<file path="src/pec_consts.svh">
`ifndef PEC_CONSTS_SVH
`define PEC_CONSTS_SVH

// ****************************************************************
// Mode field encodings.
// ****************************************************************
`define PEC_MODE_FIQ 5'h11
`define PEC_MODE_IRQ 5'h12
`define PEC_MODE_SVC 5'h13
`define PEC_MODE_MON 5'h16
`define PEC_MODE_ABT 5'h17

// ****************************************************************
// Status word field positions.
// ****************************************************************
`define PEC_SR_M_HI  4
`define PEC_SR_M_LO  0
`define PEC_SR_T     5
`define PEC_SR_F     6
`define PEC_SR_I     7
`define PEC_SR_A     8
`define PEC_SR_J     24

// ****************************************************************
// Secure configuration field positions.
// ****************************************************************
`define PEC_SC_NS    0
`define PEC_SC_IRQ   1
`define PEC_SC_FIQ   2
`define PEC_SC_EA    3
`define PEC_SC_FW    4
`define PEC_SC_AW    5
`define PEC_SC_W     6

// ****************************************************************
// Register port byte offsets.
// ****************************************************************
`define PEC_OFF_SCR  8'h00
`define PEC_OFF_CSR  8'h04
`define PEC_OFF_SSR  8'h08
`define PEC_OFF_FSR  8'h0C
`define PEC_OFF_LNK  8'h10

// ****************************************************************
// Fault status codes, one per fault class.
// ****************************************************************
`define PEC_FS_ALIGN 5'h01
`define PEC_FS_TRANS 5'h05
`define PEC_FS_ACCF  5'h03
`define PEC_FS_DOM   5'h09
`define PEC_FS_PERM  5'h0D
`define PEC_FS_CPIM  5'h04
`define PEC_FS_WATCH 5'h02
`define PEC_FS_CACHE 5'h18
`define PEC_FS_EXTP  5'h08
`define PEC_FS_EXTI  5'h16

// Reset value of every banked word and of the secure configuration.
`define PEC_ZERO32   32'h0000_0000

`endif

</file>
<file path="src/pec_pkg.sv">
`default_nettype none
package pec_pkg;
   // Internal fault class reported with a memory check data fault.
   typedef enum logic [2:0] {
      PEC_FLT_ALIGN = 3'h0,
      PEC_FLT_TRANS = 3'h1,
      PEC_FLT_ACCF  = 3'h2,
      PEC_FLT_DOM   = 3'h3,
      PEC_FLT_PERM  = 3'h4,
      PEC_FLT_CPIM  = 3'h5,
      PEC_FLT_WATCH = 3'h6,
      PEC_FLT_CACHE = 3'h7
   } pec_flt_t;

   // Exception taken, one-hot.
   typedef enum logic [5:0] {
      PEC_EXC_NONE = 6'h00,
      PEC_EXC_DABT = 6'h01,
      PEC_EXC_FIQ  = 6'h02,
      PEC_EXC_IRQ  = 6'h04,
      PEC_EXC_PABT = 6'h08,
      PEC_EXC_IABT = 6'h10,
      PEC_EXC_RET  = 6'h20
   } pec_exc_t;
endpackage : pec_pkg
`default_nettype wire

</file>
<file path="src/pec_exception_entry.sv">
`include "pec_consts.svh"
`default_nettype none
module pec_exception_entry #(
   parameter int ADDR_W = 32          // Program counter width.
) (
   input  wire logic              clk,          // Core clock.
   input  wire logic              rst_n,        // Async reset, low.
   input  wire logic              boot_state_select, // Boot state.
   input  wire logic              fast_interrupt_req_n, // Fast req.
   input  wire logic              normal_interrupt_req_n, // Normal.
   input  wire logic              instr_end,    // Instruction retires.
   input  wire logic [ADDR_W-1:0] cur_pc,       // Its address.
   input  wire logic              ex_fetch_bad, // Tagged invalid.
   input  wire logic              mem_fault,    // Memory check fault.
   input  wire pec_pkg::pec_flt_t mem_fault_cls, // Fault class.
   input  wire logic              ext_err,      // Bus error response.
   input  wire logic              ext_strong,   // Strongly ordered.
   input  wire logic              ext_ld_psr,   // Load to pc/status.
   input  wire logic              ext_swap_ld,  // Swap load part.
   input  wire logic              ext_cacheable, // Cacheable line.
   input  wire logic              ext_word_req, // Errored word asked.
   input  wire logic [31:0]       base_old,     // Base before instr.
   input  wire logic [31:0]       base_new,     // Updated base.
   input  wire logic              base_upd,     // Instr updates base.
   input  wire logic              ret_s_pc,     // Flag-set r15 write.
   input  wire logic [7:0]        reg_addr,     // Register address.
   input  wire logic [31:0]       reg_wdata,    // Write data.
   input  wire logic              reg_wr,       // Write strobe.
   input  wire logic              reg_rd,       // Read strobe.
   output logic [31:0]            reg_rdata,    // Read data.
   output logic [31:0]            status_out,   // Current status.
   output logic                   abandon,      // Abandon instr.
   output logic                   fetch_reset_vec, // Reset fetch.
   output logic                   exc_taken,    // Entry pulse.
   output pec_pkg::pec_exc_t      exc_kind,     // Entry kind.
   output logic                   base_wb,      // Base write pulse.
   output logic [31:0]            base_val      // Base value.
);
   // ****************************************************************
   // Elaboration checks.
   // ****************************************************************
   if (ADDR_W < 8 || ADDR_W > 32)
   begin : g_chk
      $error("ADDR_W out of range.");
   end

   // ****************************************************************
   // State.
   // ****************************************************************
   logic [31:0]       csr_ff;           // Current status word.
   logic [31:0]       scr_ff;           // Secure configuration.
   logic [31:0]       ssr_ff [5];       // Saved status per bank.
   logic [ADDR_W-1:0] lnk_ff [5];       // Link per bank.
   logic [4:0]        fsr_ff;           // Fault status code.
   logic              fiq_q_ff;         // Registered fast request.
   logic              irq_q_ff;         // Registered normal request.
   logic              imp_pend_ff;      // Pending imprecise abort.
   logic              boot_pend_ff;     // Reset just released.
   logic              abandon_ff;       // Abandon flag.
   logic              fetch_rv_ff;      // Reset vector fetch.
   logic              taken_ff;         // Entry pulse.
   pec_pkg::pec_exc_t kind_ff;          // Entry kind.
   logic              base_wb_ff;       // Base write pulse.
   logic [31:0]       base_val_ff;      // Base value.
   logic [31:0]       rdata_ff;         // Read data.

   // Bank index: 0 svc, 1 fiq, 2 irq, 3 abt, 4 mon.
   function automatic logic [2:0] bank_of(input logic [4:0] m);
      logic [2:0] b;
      b = 3'd0;
      case (m)
         `PEC_MODE_FIQ: b = 3'd1;
         `PEC_MODE_IRQ: b = 3'd2;
         `PEC_MODE_ABT: b = 3'd3;
         `PEC_MODE_MON: b = 3'd4;
         default:       b = 3'd0;
      endcase
      return b;
   endfunction : bank_of

   // ****************************************************************
   // Exception decision.
   // ****************************************************************
   logic              ns;              // Nonsecure state.
   logic              f_open;          // Fast request may be taken.
   logic              fiq_req;         // Fast request at boundary.
   logic              irq_req;         // Normal request at boundary.
   logic              ext_seen;        // Bus error reaches core.
   logic              ext_prec;        // Bus error is precise.
   logic              dabt_prec;       // Precise data abort now.
   logic              imp_new;         // New imprecise abort.
   logic              pabt_req;        // Prefetch abort at boundary.
   logic              iabt_req;        // Imprecise abort taken.
   logic [4:0]        fs_code;         // Fault code for this abort.
   pec_pkg::pec_exc_t nxt_kind;        // Selected entry.
   logic [4:0]        nxt_mode;        // Target mode.
   logic              to_mon;          // Entry goes to monitor.

   assign ns     = scr_ff[`PEC_SC_NS];
   // Nonsecure with the unmaskable option ignores F.
   assign f_open = !csr_ff[`PEC_SR_F] ||
                   (ns && scr_ff[`PEC_SC_FW]);
   assign fiq_req = instr_end && !fiq_q_ff && f_open;
   assign irq_req = instr_end && !irq_q_ff &&
                    !csr_ff[`PEC_SR_I];
   // A cacheable line error waits until the word itself is read.
   assign ext_seen = ext_err &&
                     (!ext_cacheable || ext_word_req);
   assign ext_prec = ext_strong || ext_ld_psr ||
                     ext_swap_ld;
   assign dabt_prec = mem_fault || (ext_seen && ext_prec);
   assign imp_new   = ext_seen && !ext_prec;
   // A flushed instruction never reaches instr_end, so no abort.
   assign pabt_req  = instr_end && ex_fetch_bad;
   assign iabt_req  = instr_end && imp_pend_ff &&
                      !csr_ff[`PEC_SR_A];

   // Fault code of the abort under way.
   always_comb
   begin
      fs_code = `PEC_FS_EXTI;
      if (mem_fault)
      begin
         case (mem_fault_cls)
            pec_pkg::PEC_FLT_ALIGN: fs_code = `PEC_FS_ALIGN;
            pec_pkg::PEC_FLT_TRANS: fs_code = `PEC_FS_TRANS;
            pec_pkg::PEC_FLT_ACCF:  fs_code = `PEC_FS_ACCF;
            pec_pkg::PEC_FLT_DOM:   fs_code = `PEC_FS_DOM;
            pec_pkg::PEC_FLT_PERM:  fs_code = `PEC_FS_PERM;
            pec_pkg::PEC_FLT_CPIM:  fs_code = `PEC_FS_CPIM;
            pec_pkg::PEC_FLT_WATCH: fs_code = `PEC_FS_WATCH;
            default:                fs_code = `PEC_FS_CACHE;
         endcase
      end
      else if (ext_seen && ext_prec)
      begin
         fs_code = `PEC_FS_EXTP;
      end
   end

   // Priority: precise data, fast, normal, prefetch, imprecise.
   always_comb
   begin
      nxt_kind = pec_pkg::PEC_EXC_NONE;
      nxt_mode = csr_ff[`PEC_SR_M_HI:`PEC_SR_M_LO];
      to_mon   = 1'b0;
      if (dabt_prec)
      begin
         nxt_kind = pec_pkg::PEC_EXC_DABT;
         to_mon   = ext_seen && !mem_fault && scr_ff[`PEC_SC_EA];
      end
      else if (fiq_req)
      begin
         nxt_kind = pec_pkg::PEC_EXC_FIQ;
         to_mon   = scr_ff[`PEC_SC_FIQ];
      end
      else if (irq_req)
      begin
         nxt_kind = pec_pkg::PEC_EXC_IRQ;
         to_mon   = scr_ff[`PEC_SC_IRQ];
      end
      else if (pabt_req)
      begin
         nxt_kind = pec_pkg::PEC_EXC_PABT;
      end
      else if (iabt_req)
      begin
         nxt_kind = pec_pkg::PEC_EXC_IABT;
         to_mon   = scr_ff[`PEC_SC_EA];
      end
      else if (ret_s_pc)
      begin
         nxt_kind = pec_pkg::PEC_EXC_RET;
      end
      case (nxt_kind)
         pec_pkg::PEC_EXC_FIQ:  nxt_mode = `PEC_MODE_FIQ;
         pec_pkg::PEC_EXC_IRQ:  nxt_mode = `PEC_MODE_IRQ;
         pec_pkg::PEC_EXC_DABT,
         pec_pkg::PEC_EXC_PABT,
         pec_pkg::PEC_EXC_IABT: nxt_mode = `PEC_MODE_ABT;
         default: nxt_mode = csr_ff[`PEC_SR_M_HI:`PEC_SR_M_LO];
      endcase
      if (to_mon)
      begin
         nxt_mode = `PEC_MODE_MON;
      end
   end

   logic entry;                 // A real exception entry.
   logic is_abt;                // Entry is any abort.
   logic [2:0] tgt_bank;        // Bank that receives the save.
   logic [2:0] cur_bank;        // Bank of the current mode.
   assign entry = nxt_kind != pec_pkg::PEC_EXC_NONE &&
                  nxt_kind != pec_pkg::PEC_EXC_RET;
   assign is_abt = nxt_kind == pec_pkg::PEC_EXC_DABT ||
                   nxt_kind == pec_pkg::PEC_EXC_PABT ||
                   nxt_kind == pec_pkg::PEC_EXC_IABT;
   assign tgt_bank = bank_of(nxt_mode);
   assign cur_bank = bank_of(csr_ff[`PEC_SR_M_HI:`PEC_SR_M_LO]);

   // ****************************************************************
   // Input registers.
   // ****************************************************************
   // Requests go through one flop; control looks only at the flop.
   always_ff @(posedge clk or negedge rst_n)
   begin
      if (!rst_n)
      begin
         fiq_q_ff <= 1'b1;
         irq_q_ff <= 1'b1;
      end
      else
      begin
         fiq_q_ff <= fast_interrupt_req_n;
         irq_q_ff <= normal_interrupt_req_n;
      end
   end

   // ****************************************************************
   // Current status word.
   // ****************************************************************
   logic [31:0] sw_csr;         // Software write, filtered.
   always_comb
   begin
      sw_csr = reg_wdata;
      // T and J are not software writable.
      sw_csr[`PEC_SR_T] = csr_ff[`PEC_SR_T];
      sw_csr[`PEC_SR_J] = csr_ff[`PEC_SR_J];
      if (ns && !scr_ff[`PEC_SC_AW])
      begin
         sw_csr[`PEC_SR_A] = csr_ff[`PEC_SR_A];
      end
   end

   // Reset gives a constant; the T strap is caught after release.
   always_ff @(posedge clk or negedge rst_n)
   begin
      if (!rst_n)
      begin
         csr_ff <= `PEC_ZERO32;
         csr_ff[`PEC_SR_M_HI:`PEC_SR_M_LO] <= `PEC_MODE_SVC;
         csr_ff[`PEC_SR_A] <= 1'b1;
         csr_ff[`PEC_SR_I] <= 1'b1;
         csr_ff[`PEC_SR_F] <= 1'b1;
      end
      else if (boot_pend_ff)
      begin
         csr_ff[`PEC_SR_T] <= boot_state_select;
      end
      else if (entry)
      begin
         csr_ff[`PEC_SR_M_HI:`PEC_SR_M_LO] <= nxt_mode;
         csr_ff[`PEC_SR_I] <= 1'b1;
         csr_ff[`PEC_SR_A] <= 1'b1;
         if (nxt_kind == pec_pkg::PEC_EXC_FIQ ||
             (is_abt && to_mon))
         begin
            csr_ff[`PEC_SR_F] <= 1'b1;
         end
      end
      else if (nxt_kind == pec_pkg::PEC_EXC_RET)
      begin
         csr_ff <= ssr_ff[cur_bank];
         if (ns && !scr_ff[`PEC_SC_AW]) csr_ff[`PEC_SR_A] <= csr_ff[`PEC_SR_A];
      end
      else if (reg_wr && reg_addr == `PEC_OFF_CSR)
      begin
         csr_ff <= sw_csr;
      end
   end

   // ****************************************************************
   // Secure configuration and fault status.
   // ****************************************************************
   always_ff @(posedge clk or negedge rst_n)
   begin
      if (!rst_n)
      begin
         scr_ff <= `PEC_ZERO32;
      end
      else if (reg_wr && reg_addr == `PEC_OFF_SCR)
      begin
         scr_ff <= {{(32-`PEC_SC_W){1'b0}},
                    reg_wdata[`PEC_SC_W-1:0]};
      end
   end

   // Fault code is kept for the data or imprecise abort actually taken; a prefetch abort leaves it.
   always_ff @(posedge clk or negedge rst_n)
   begin
      if (!rst_n)
      begin
         fsr_ff <= 5'h00;
      end
      else if (entry && is_abt && nxt_kind != pec_pkg::PEC_EXC_PABT)
      begin
         fsr_ff <= (nxt_kind == pec_pkg::PEC_EXC_IABT) ?
                   `PEC_FS_EXTI : fs_code;
      end
   end

   // ****************************************************************
   // Banked saved status and link words.
   // ****************************************************************
   for (genvar g = 0; g < 5; g++)
   begin : g_bank
      always_ff @(posedge clk or negedge rst_n)
      begin
         if (!rst_n)
         begin
            ssr_ff[g] <= `PEC_ZERO32;
            lnk_ff[g] <= '0;
         end
         else if (entry && !boot_pend_ff && tgt_bank == g)
         begin
            ssr_ff[g] <= csr_ff;
            lnk_ff[g] <= cur_pc;
         end
         else if (reg_wr && reg_addr == `PEC_OFF_SSR &&
                  cur_bank == g)
         begin
            // Saved A stays writable; it reaches live status only
            // through a return.
            ssr_ff[g] <= reg_wdata;
         end
      end
   end

   // ****************************************************************
   // Imprecise abort holding.
   // ****************************************************************
   // A new error in the cycle the old one is taken stays pending.
   always_ff @(posedge clk or negedge rst_n)
   begin
      if (!rst_n)
      begin
         imp_pend_ff <= 1'b0;
      end
      else if (imp_new)
      begin
         imp_pend_ff <= 1'b1;
      end
      else if (nxt_kind == pec_pkg::PEC_EXC_IABT && !boot_pend_ff)
      begin
         imp_pend_ff <= 1'b0;
      end
   end

   // ****************************************************************
   // Reset sequencing.
   // ****************************************************************
   always_ff @(posedge clk or negedge rst_n)
   begin
      if (!rst_n)
      begin
         boot_pend_ff <= 1'b1;
         abandon_ff   <= 1'b1;
         fetch_rv_ff  <= 1'b0;
      end
      else
      begin
         boot_pend_ff <= 1'b0;
         abandon_ff   <= 1'b0;
         fetch_rv_ff  <= boot_pend_ff;
      end
   end

   // ****************************************************************
   // Entry report and base restore.
   // ****************************************************************
   always_ff @(posedge clk or negedge rst_n)
   begin
      if (!rst_n)
      begin
         taken_ff <= 1'b0;
         kind_ff  <= pec_pkg::PEC_EXC_NONE;
      end
      else
      begin
         taken_ff <= entry && !boot_pend_ff;
         kind_ff  <= boot_pend_ff ? pec_pkg::PEC_EXC_NONE : nxt_kind;
      end
   end

   // The old base wins whenever the access aborted precisely.
   always_ff @(posedge clk or negedge rst_n)
   begin
      if (!rst_n)
      begin
         base_wb_ff  <= 1'b0;
         base_val_ff <= `PEC_ZERO32;
      end
      else
      begin
         base_wb_ff  <= base_upd && instr_end;
         base_val_ff <= dabt_prec ? base_old : base_new;
      end
   end

   // ****************************************************************
   // Register read port.
   // ****************************************************************
   always_ff @(posedge clk or negedge rst_n)
   begin
      if (!rst_n)
      begin
         rdata_ff <= `PEC_ZERO32;
      end
      else if (reg_rd)
      begin
         case (reg_addr)
            `PEC_OFF_SCR: rdata_ff <= scr_ff;
            `PEC_OFF_CSR: rdata_ff <= csr_ff;
            `PEC_OFF_SSR: rdata_ff <= ssr_ff[cur_bank];
            `PEC_OFF_FSR: rdata_ff <= {27'h000_0000, fsr_ff};
            `PEC_OFF_LNK: rdata_ff <= 32'(lnk_ff[cur_bank]);
            default:      rdata_ff <= `PEC_ZERO32;
         endcase
      end
      else
      begin
         rdata_ff <= `PEC_ZERO32;
      end
   end

   assign reg_rdata       = rdata_ff;
   assign status_out      = csr_ff;
   assign abandon         = abandon_ff;
   assign fetch_reset_vec = fetch_rv_ff;
   assign exc_taken       = taken_ff;
   assign exc_kind        = kind_ff;
   assign base_wb         = base_wb_ff;
   assign base_val        = base_val_ff;
endmodule : pec_exception_entry
`default_nettype wire

</file>
<file path="config.mk">
export PLATFORM = sky130hd
export DESIGN_NAME = pec_exception_entry
export DESIGN_NICKNAME = d
export VERILOG_FILES = /design/src/pec_pkg.sv /design/src/pec_exception_entry.sv
export VERILOG_INCLUDE_DIRS = /design/src /design/src/src
export SDC_FILE = /design/constraint.sdc
export NUM_CORES = 1
export LEC_CHECK = 0
export BUFFER_PORTS_ARGS = -buffer_cell sky130_fd_sc_hd__buf_2
export CAP_MARGIN = 40
export CORE_MARGIN = 2
export CORE_UTILIZATION = 55
export CTS_BUF_LIST = sky130_fd_sc_hd__clkbuf_4 sky130_fd_sc_hd__clkbuf_8
export DETAILED_ROUTE_END_ITERATION = 10
export HOLD_SLACK_MARGIN = 0.08
export PLACE_DENSITY = 0.76
export SLEW_MARGIN = 20
export SYNTH_ARGS = -nofsm -noshare
export SYNTH_HDL_FRONTEND = slang
export SYNTH_SLANG_ARGS = --single-unit
</file>
<file path="constraint.sdc">
create_clock -name clk -period 7.7 [get_ports clk]
set_input_delay 1.54 -clock clk [delete_from_list [all_inputs] [get_ports clk]]
set_output_delay 1.54 -clock clk [all_outputs]
set_load 0.005 [all_outputs]
</file>
# After elaboration in Yosys (flattened, before gate mapping)
# Cells that the tools add are included.
totals:
  reg_bits: 440
  output_inout_bits: 106
  input_bits: 157
op_classes:
  n_lt_le_gt_ge: 1
  eq_ne: 38
  bitwise: 3
  n_reduce_logical: 73
  muxes: 50
op_table:
  columns: ["op", "n"]
  rows:
  - ["32-bit two-way mux", 18]
  - ["32-bit binary-select mux with 3-bit select", 2]
  - ["32-bit case mux with 5 select lines", 1]
  - ["6-bit two-way mux", 7]
  - ["5-bit == test (second input constant)", 8]
  - ["5-bit case mux with 7 select lines", 1]
  - ["1-bit logical AND", 34]
  - ["5-bit two-way mux", 5]
  - ["3-bit case mux with 4 select lines", 2]
  - ["3-bit by 2-bit == test with 1-bit output (second input constant)", 6]
  - ["8-bit by 4-bit == test with 1-bit output (second input constant)", 2]
  - ["2-bit nonzero test", 8]
  - ["3-bit == test (second input constant)", 5]
  - ["5-bit case mux with 3 select lines", 1]
  - ["1-bit two-way mux", 12]
  - ["1-bit zero test", 10]
  - ["3-bit by 1-bit == test with 1-bit output (second input constant)", 3]
  - ["3-bit zero test", 3]
  - ["3-bit AND reduction", 3]
  - ["8-bit by 3-bit == test with 1-bit output (second input constant)", 1]
  - ["8-bit by 5-bit == test with 1-bit output (second input constant)", 1]
  - ["8-bit zero test", 1]
  - ["1-bit logical OR", 8]
  - ["6-bit by 1-bit == test with 1-bit output (second input constant)", 1]
  - ["other kinds (19)", 22]

# Depth between registers and ports, before layout
depth:
  ltp_word: 16
  mapped_depth: 9
  depth_no_buf: 6

# Worst setup path before layout
# Ideal clock, no wire load.
synth_timing:
  path_kind: "in2reg"
  start: "input port ext_ld_psr"
  end: "register lnk_ff[66] (netlist bit)"
  arrival_ps: 3529
  n_path_buf: 3
  cell_stages: 9
  setup_ps: 125
  slack_ps: 4046
  cell_sequence: "or3_1 -> buf_2 -> nand4_1 -> and3_1 -> nand3_1 -> or4_1 -> buf_4 -> buf_6 -> mux2_4"
synth_via:
  elab_chain_len: 13
  elab_cells_between_ends: 25
synth_rtl:
  columns: ["item", "line", "rtl"]
  rows:
  - ["from (decl)", "pec_exception_entry.sv:18", "input wire logic ext_ld_psr,"]
  - ["1-bit logical OR (*) (2 in a row)", "pec_exception_entry.sv:109", "assign ext_prec = ext_strong || ext_ld_psr ||"]
  - ["1-bit logical AND (*)", "pec_exception_entry.sv:111", "assign dabt_prec = mem_fault || (ext_seen && ext_prec);"]
  - ["1-bit logical OR (*)", "pec_exception_entry.sv:111", null]
  - ["6-bit two-way mux", "pec_exception_entry.sv:147", "if (dabt_prec)"]
  - ["6-bit by 1-bit == test with 1-bit output, or another cell as far along", "pec_exception_entry.sv:175", "case (nxt_kind)"]
  - ["3-bit OR reduction", "pec_exception_entry.sv:175", null]
  - ["5-bit case mux with 3 select lines", "pec_exception_entry.sv:175", null]
  - ["5-bit two-way mux", "pec_exception_entry.sv:183", "if (to_mon)"]
  - ["5-bit == test", "pec_exception_entry.sv:71", "case (m)"]
  - ["3-bit case mux with 4 select lines", "pec_exception_entry.sv:71", null]
  - ["3-bit by 2-bit == test with 1-bit output", "pec_exception_entry.sv:314", "else if (entry && !boot_pend_ff && tgt_bank == g)"]
  - ["1-bit logical AND (*)", "pec_exception_entry.sv:314", null]
  - ["to (signal, indexed assignment)", "pec_exception_entry.sv:317", "lnk_ff[g] <= cur_pc;"]
  - ["to (decl)", "pec_exception_entry.sv:53", "logic [ADDR_W-1:0] lnk_ff [5];"]
# Mark *: on every way between the ends. The rest lies on a longest branch, timed or not.
# A chain may end at the register's enable or synchronous reset.

# Final worst setup path
layout_timing:
  start: "input port reg_addr[0]"
  end: "register ssr_ff[93] (netlist bit)"
layout_via:
  elab_chain_len: 4
layout_rtl:
  columns: ["item", "line", "rtl"]
  rows:
  - ["from (decl)", "pec_exception_entry.sv:26", "input wire logic [7:0] reg_addr,"]
  - ["8-bit by 4-bit == test with 1-bit output", null, null]
  - ["1-bit logical AND (no line)", null, null]
  - ["1-bit logical AND", "pec_exception_entry.sv:319", "else if (reg_wr && reg_addr == `PEC_OFF_SSR &&"]
  - ["2-bit nonzero test (no line)", null, null]
  - ["to (signal, indexed assignment)", "pec_exception_entry.sv:311", "ssr_ff[g] <= `PEC_ZERO32;"]
  - ["to (signal, indexed assignment)", "pec_exception_entry.sv:316", "ssr_ff[g] <= csr_ff;"]
  - ["to (signal, indexed assignment)", "pec_exception_entry.sv:324", "ssr_ff[g] <= reg_wdata;"]
  - ["to (decl)", "pec_exception_entry.sv:52", "logic [31:0] ssr_ff [5];"]
# Every way passes these cells.

==> results.cfg <==
[timing]
slew_violations = 0
timing.slew.headroom_pct = 35.2
hold_violations = 0
fmax_mhz = 235
rsz0062_at_grt = no
fin_tns_setup_ns = 0
max_slew.worst_pin.slew_ns = 0.972
setup_violations = 0
fin_crit_ns = 4.26
final.setup_skew_ns = 0.0384
period_share_pct = 55.4

[setup_path]
critPathMaxStageDelay_ns = 0.58
end_kind = register
crit_cells = 8
worst-path-buf-inv = 2
crit_path_end = ssr_ff[93]
cp_slowest_cell = or4_1
worstSetupPathType = in -> reg
timing.rr.end = ssr_ff[147]
crit_family = simple AND/OR/NAND/NOR gates
r2r_start = status_out[1]
arrival_ns = 4.79
path_cells = buf_2 -> or4_1 -> nor3_2 -> and3_1 -> nand2_1 -> buf_4 -> mux2_2 -> mux2_4
ff2ff_setup_slack_ns = 4.02
crit_fanout = 17
cp-start-kind = primary input
worstPathRequired_ns = 8.22
cp-startpoint = reg_addr[0]
r2r_cells = 7

[routing]
drt_first_iter_violations = 1506
wirelength_um = 60900
wl_per_cell_um = 22.8
vias = 16286
dr.pass1.iters = 8
drtAntennaViolNets = 0
viasPerCell = 6.10
drc = 0

[final_layout]
drive_gt1_share_pct = 31.4
syn_to_final_growth_pct = 16.1
layout.nets = 2254
fillCellCount = 2920
fin_cells = 2670

[synth]
synth-seq-area-share_pct = 52.7
syn-mean-instance-area_um2 = 11.1
ys_warn_count = 0
async_flop_share_pct = 100
synth_fp_nets = 2045
synth_area_um2 = 20900
synth_edf_count = 0
netlist_instances = 1888
synth.distinct_cells = 70
synth_ff_type = dfrtp_1
ys_seq_elements = 440

[clock_network]
cts_resized = 0
clockRootBuffer = clkbuf_8
htreeDepth = 3
clock_path_buffers = 3
cts_sinks = 440
cts_buffers = 74
clk_pin_slew_ns = 0.06
post_cts_buffers = 0
clk_latency_ns = 0.64
hold_buffers = 0
cts_tree = yes

[global_routing]
antenna_found_initial = 7
track_usage_pct = 31.3
grt-ovfl-total = 0
grt_pass1_wl_um = 94800
grt_pass1_vias = 16735
grt_max_degree = 178

[place]
dp_cells = 2528
dp_hpwl_um = 37900
io_buffers = 262
place.gp.congestion = 0.916

[die]
die_h_um = 199
start_util_pct = 55.7
rows = 71
io_pins = 263
die_w_um = 199
core_um2 = 37600
die_area_um2 = 39600

[job]
maxCapViolCount = 0

[hold_path]
holdPathStages = 0
hold_path_class = reg -> reg

[status]
status = finished, final reports clean

[power_and_ir_drop]
ir_drop_mv = 0.131
total_leakage_power_uw = 0.0120
powerDensity_nw_per_um2 = 280
## layout make-up
cell class	count	area [um^2]	area share, %
antenna	6	15.0	0.0618
clock buffer	121	1520	6.24
clock inverter	11	96.3	0.396
inverter	10	37.5	0.154
multi-input combinational	1265	9190	37.8
sequential	440	11000	45.4
tap	511	639	2.63
timing repair buffer	306	1790	7.36
## state kept, by name, summed over array words and instances, names as in the netlist, 5 cells and up
register	count
ssr_ff	160
reg_rdata	32
exc_kind	6
lnk_ff	160
status_out	32
scr_ff	6
fsr_ff	5
base_val	32
## stage by stage
stage          power [uW]  hold slack, ns  area (um^2)  setup WS, ns  util [%]
2_1_floorplan        4030           0.421        20900          4.05         -
3_3_place_gp         4470           0.358        22500          2.95      59.8
3_5_place_dp         4570           0.357        22600          2.85      60.2
4_1_cts              6820           0.371        24200          3.52      64.5
5_1_grt              7130           0.384        24300          3.34      64.7
6_report             6810           0.374        24300          3.44      64.7
## kinds of logic (layout without fill, tap and decap cells)
family,after synthesis,count (layout),synth area share (%)
AO/OA/AOI/OAI,481,481,15.1
other,1,7,0.0179
AND/OR/NAND/NOR,420,420,8.43
XOR/XNOR,1,1,0.0418
buffers and inverters,183,448,3.82
flip-flops,440,440,52.7
multiplexers,362,362,19.9
## synthesized netlist by cell type (10+ instances only)
master | instances | area, um^2
nand2_1 | 210 | 788
buf_2 | 15 | 75.1
a21oi_1 | 130 | 651
a222oi_1 | 18 | 180
o22ai_1 | 23 | 144
buf_1 | 12 | 45.0
buf_6 | 12 | 135
nand3_1 | 15 | 75.1
mux2_1 | 71 | 800
and3_1 | 10 | 62.6
mux2_2 | 150 | 1690
dfrtp_1 | 431 | 10800
mux2_4 | 55 | 826
nor2_1 | 133 | 499
a21o_1 | 48 | 360
mux2i_1 | 86 | 861
inv_1 | 10 | 37.5
a22oi_1 | 16 | 120
o22a_1 | 28 | 245
o21ai_1 | 23 | 115
nand2b_1 | 12 | 75.1
a31oi_1 | 27 | 169
o211ai_1 | 44 | 330
o21ai_0 | 78 | 390
clkbuf_1 | 133 | 499
## layout by cell type (no fill, tap or decap), types with 5 or more instances in the layout
cell type | Yosys | final
nand3_1 | 15 | 14
and2_1 | 5 | 5
mux2_2 | 150 | 150
nand2_1 | 210 | 208
a22oi_1 | 16 | 16
a31oi_1 | 27 | 27
dfstp_2 | 9 | 9
and3_1 | 10 | 10
mux2_1 | 71 | 71
nor2_1 | 133 | 132
a221o_1 | 5 | 5
a21o_1 | 48 | 48
clkbuf_8 | 0 | 97
nor2b_1 | 6 | 5
nand2b_1 | 12 | 12
o22a_1 | 28 | 28
clkbuf_4 | 0 | 25
buf_2 | 15 | 261
o21ai_0 | 78 | 77
a32oi_1 | 5 | 5
or3_1 | 5 | 5
inv_1 | 10 | 10
nor3_1 | 7 | 6
o21ai_1 | 23 | 22
clkinv_2 | 0 | 5
mux2_4 | 55 | 55
o211ai_1 | 44 | 44
diode_2 | 0 | 6
a222oi_1 | 18 | 18
dfrtp_1 | 431 | 431
mux2i_1 | 86 | 86
a21oi_1 | 130 | 129
buf_4 | 1 | 33
o22ai_1 | 23 | 23
## routing by layer
metal,vias up,global-route usage (%),share of wire (%)
met5,-,0,0.069
met4,6,14.0,3.3
met3,141,6.48,8.3
met2,764,49.8,48
met1,8186,41.5,40
li1,7189,-,-
## how the worst min path moves through the flow
stage / start / to
after floorplan: lnk_ff[128] / lnk_ff[128]
after detailed placement: lnk_ff[128] / lnk_ff[128]
final: lnk_ff[128] / lnk_ff[128]
after CTS: lnk_ff[128] / lnk_ff[128]
after global routing: lnk_ff[128] / lnk_ff[128]
after global placement: lnk_ff[128] / lnk_ff[128]
## report_power, final
group / internal, uW / switching (uW) / total (uW)
logic: 727 / 741 / 1470
clock network: 1280 / 965 / 2240
registers: 2770 / 329 / 3100
Power figures use the tool's default switching activity.
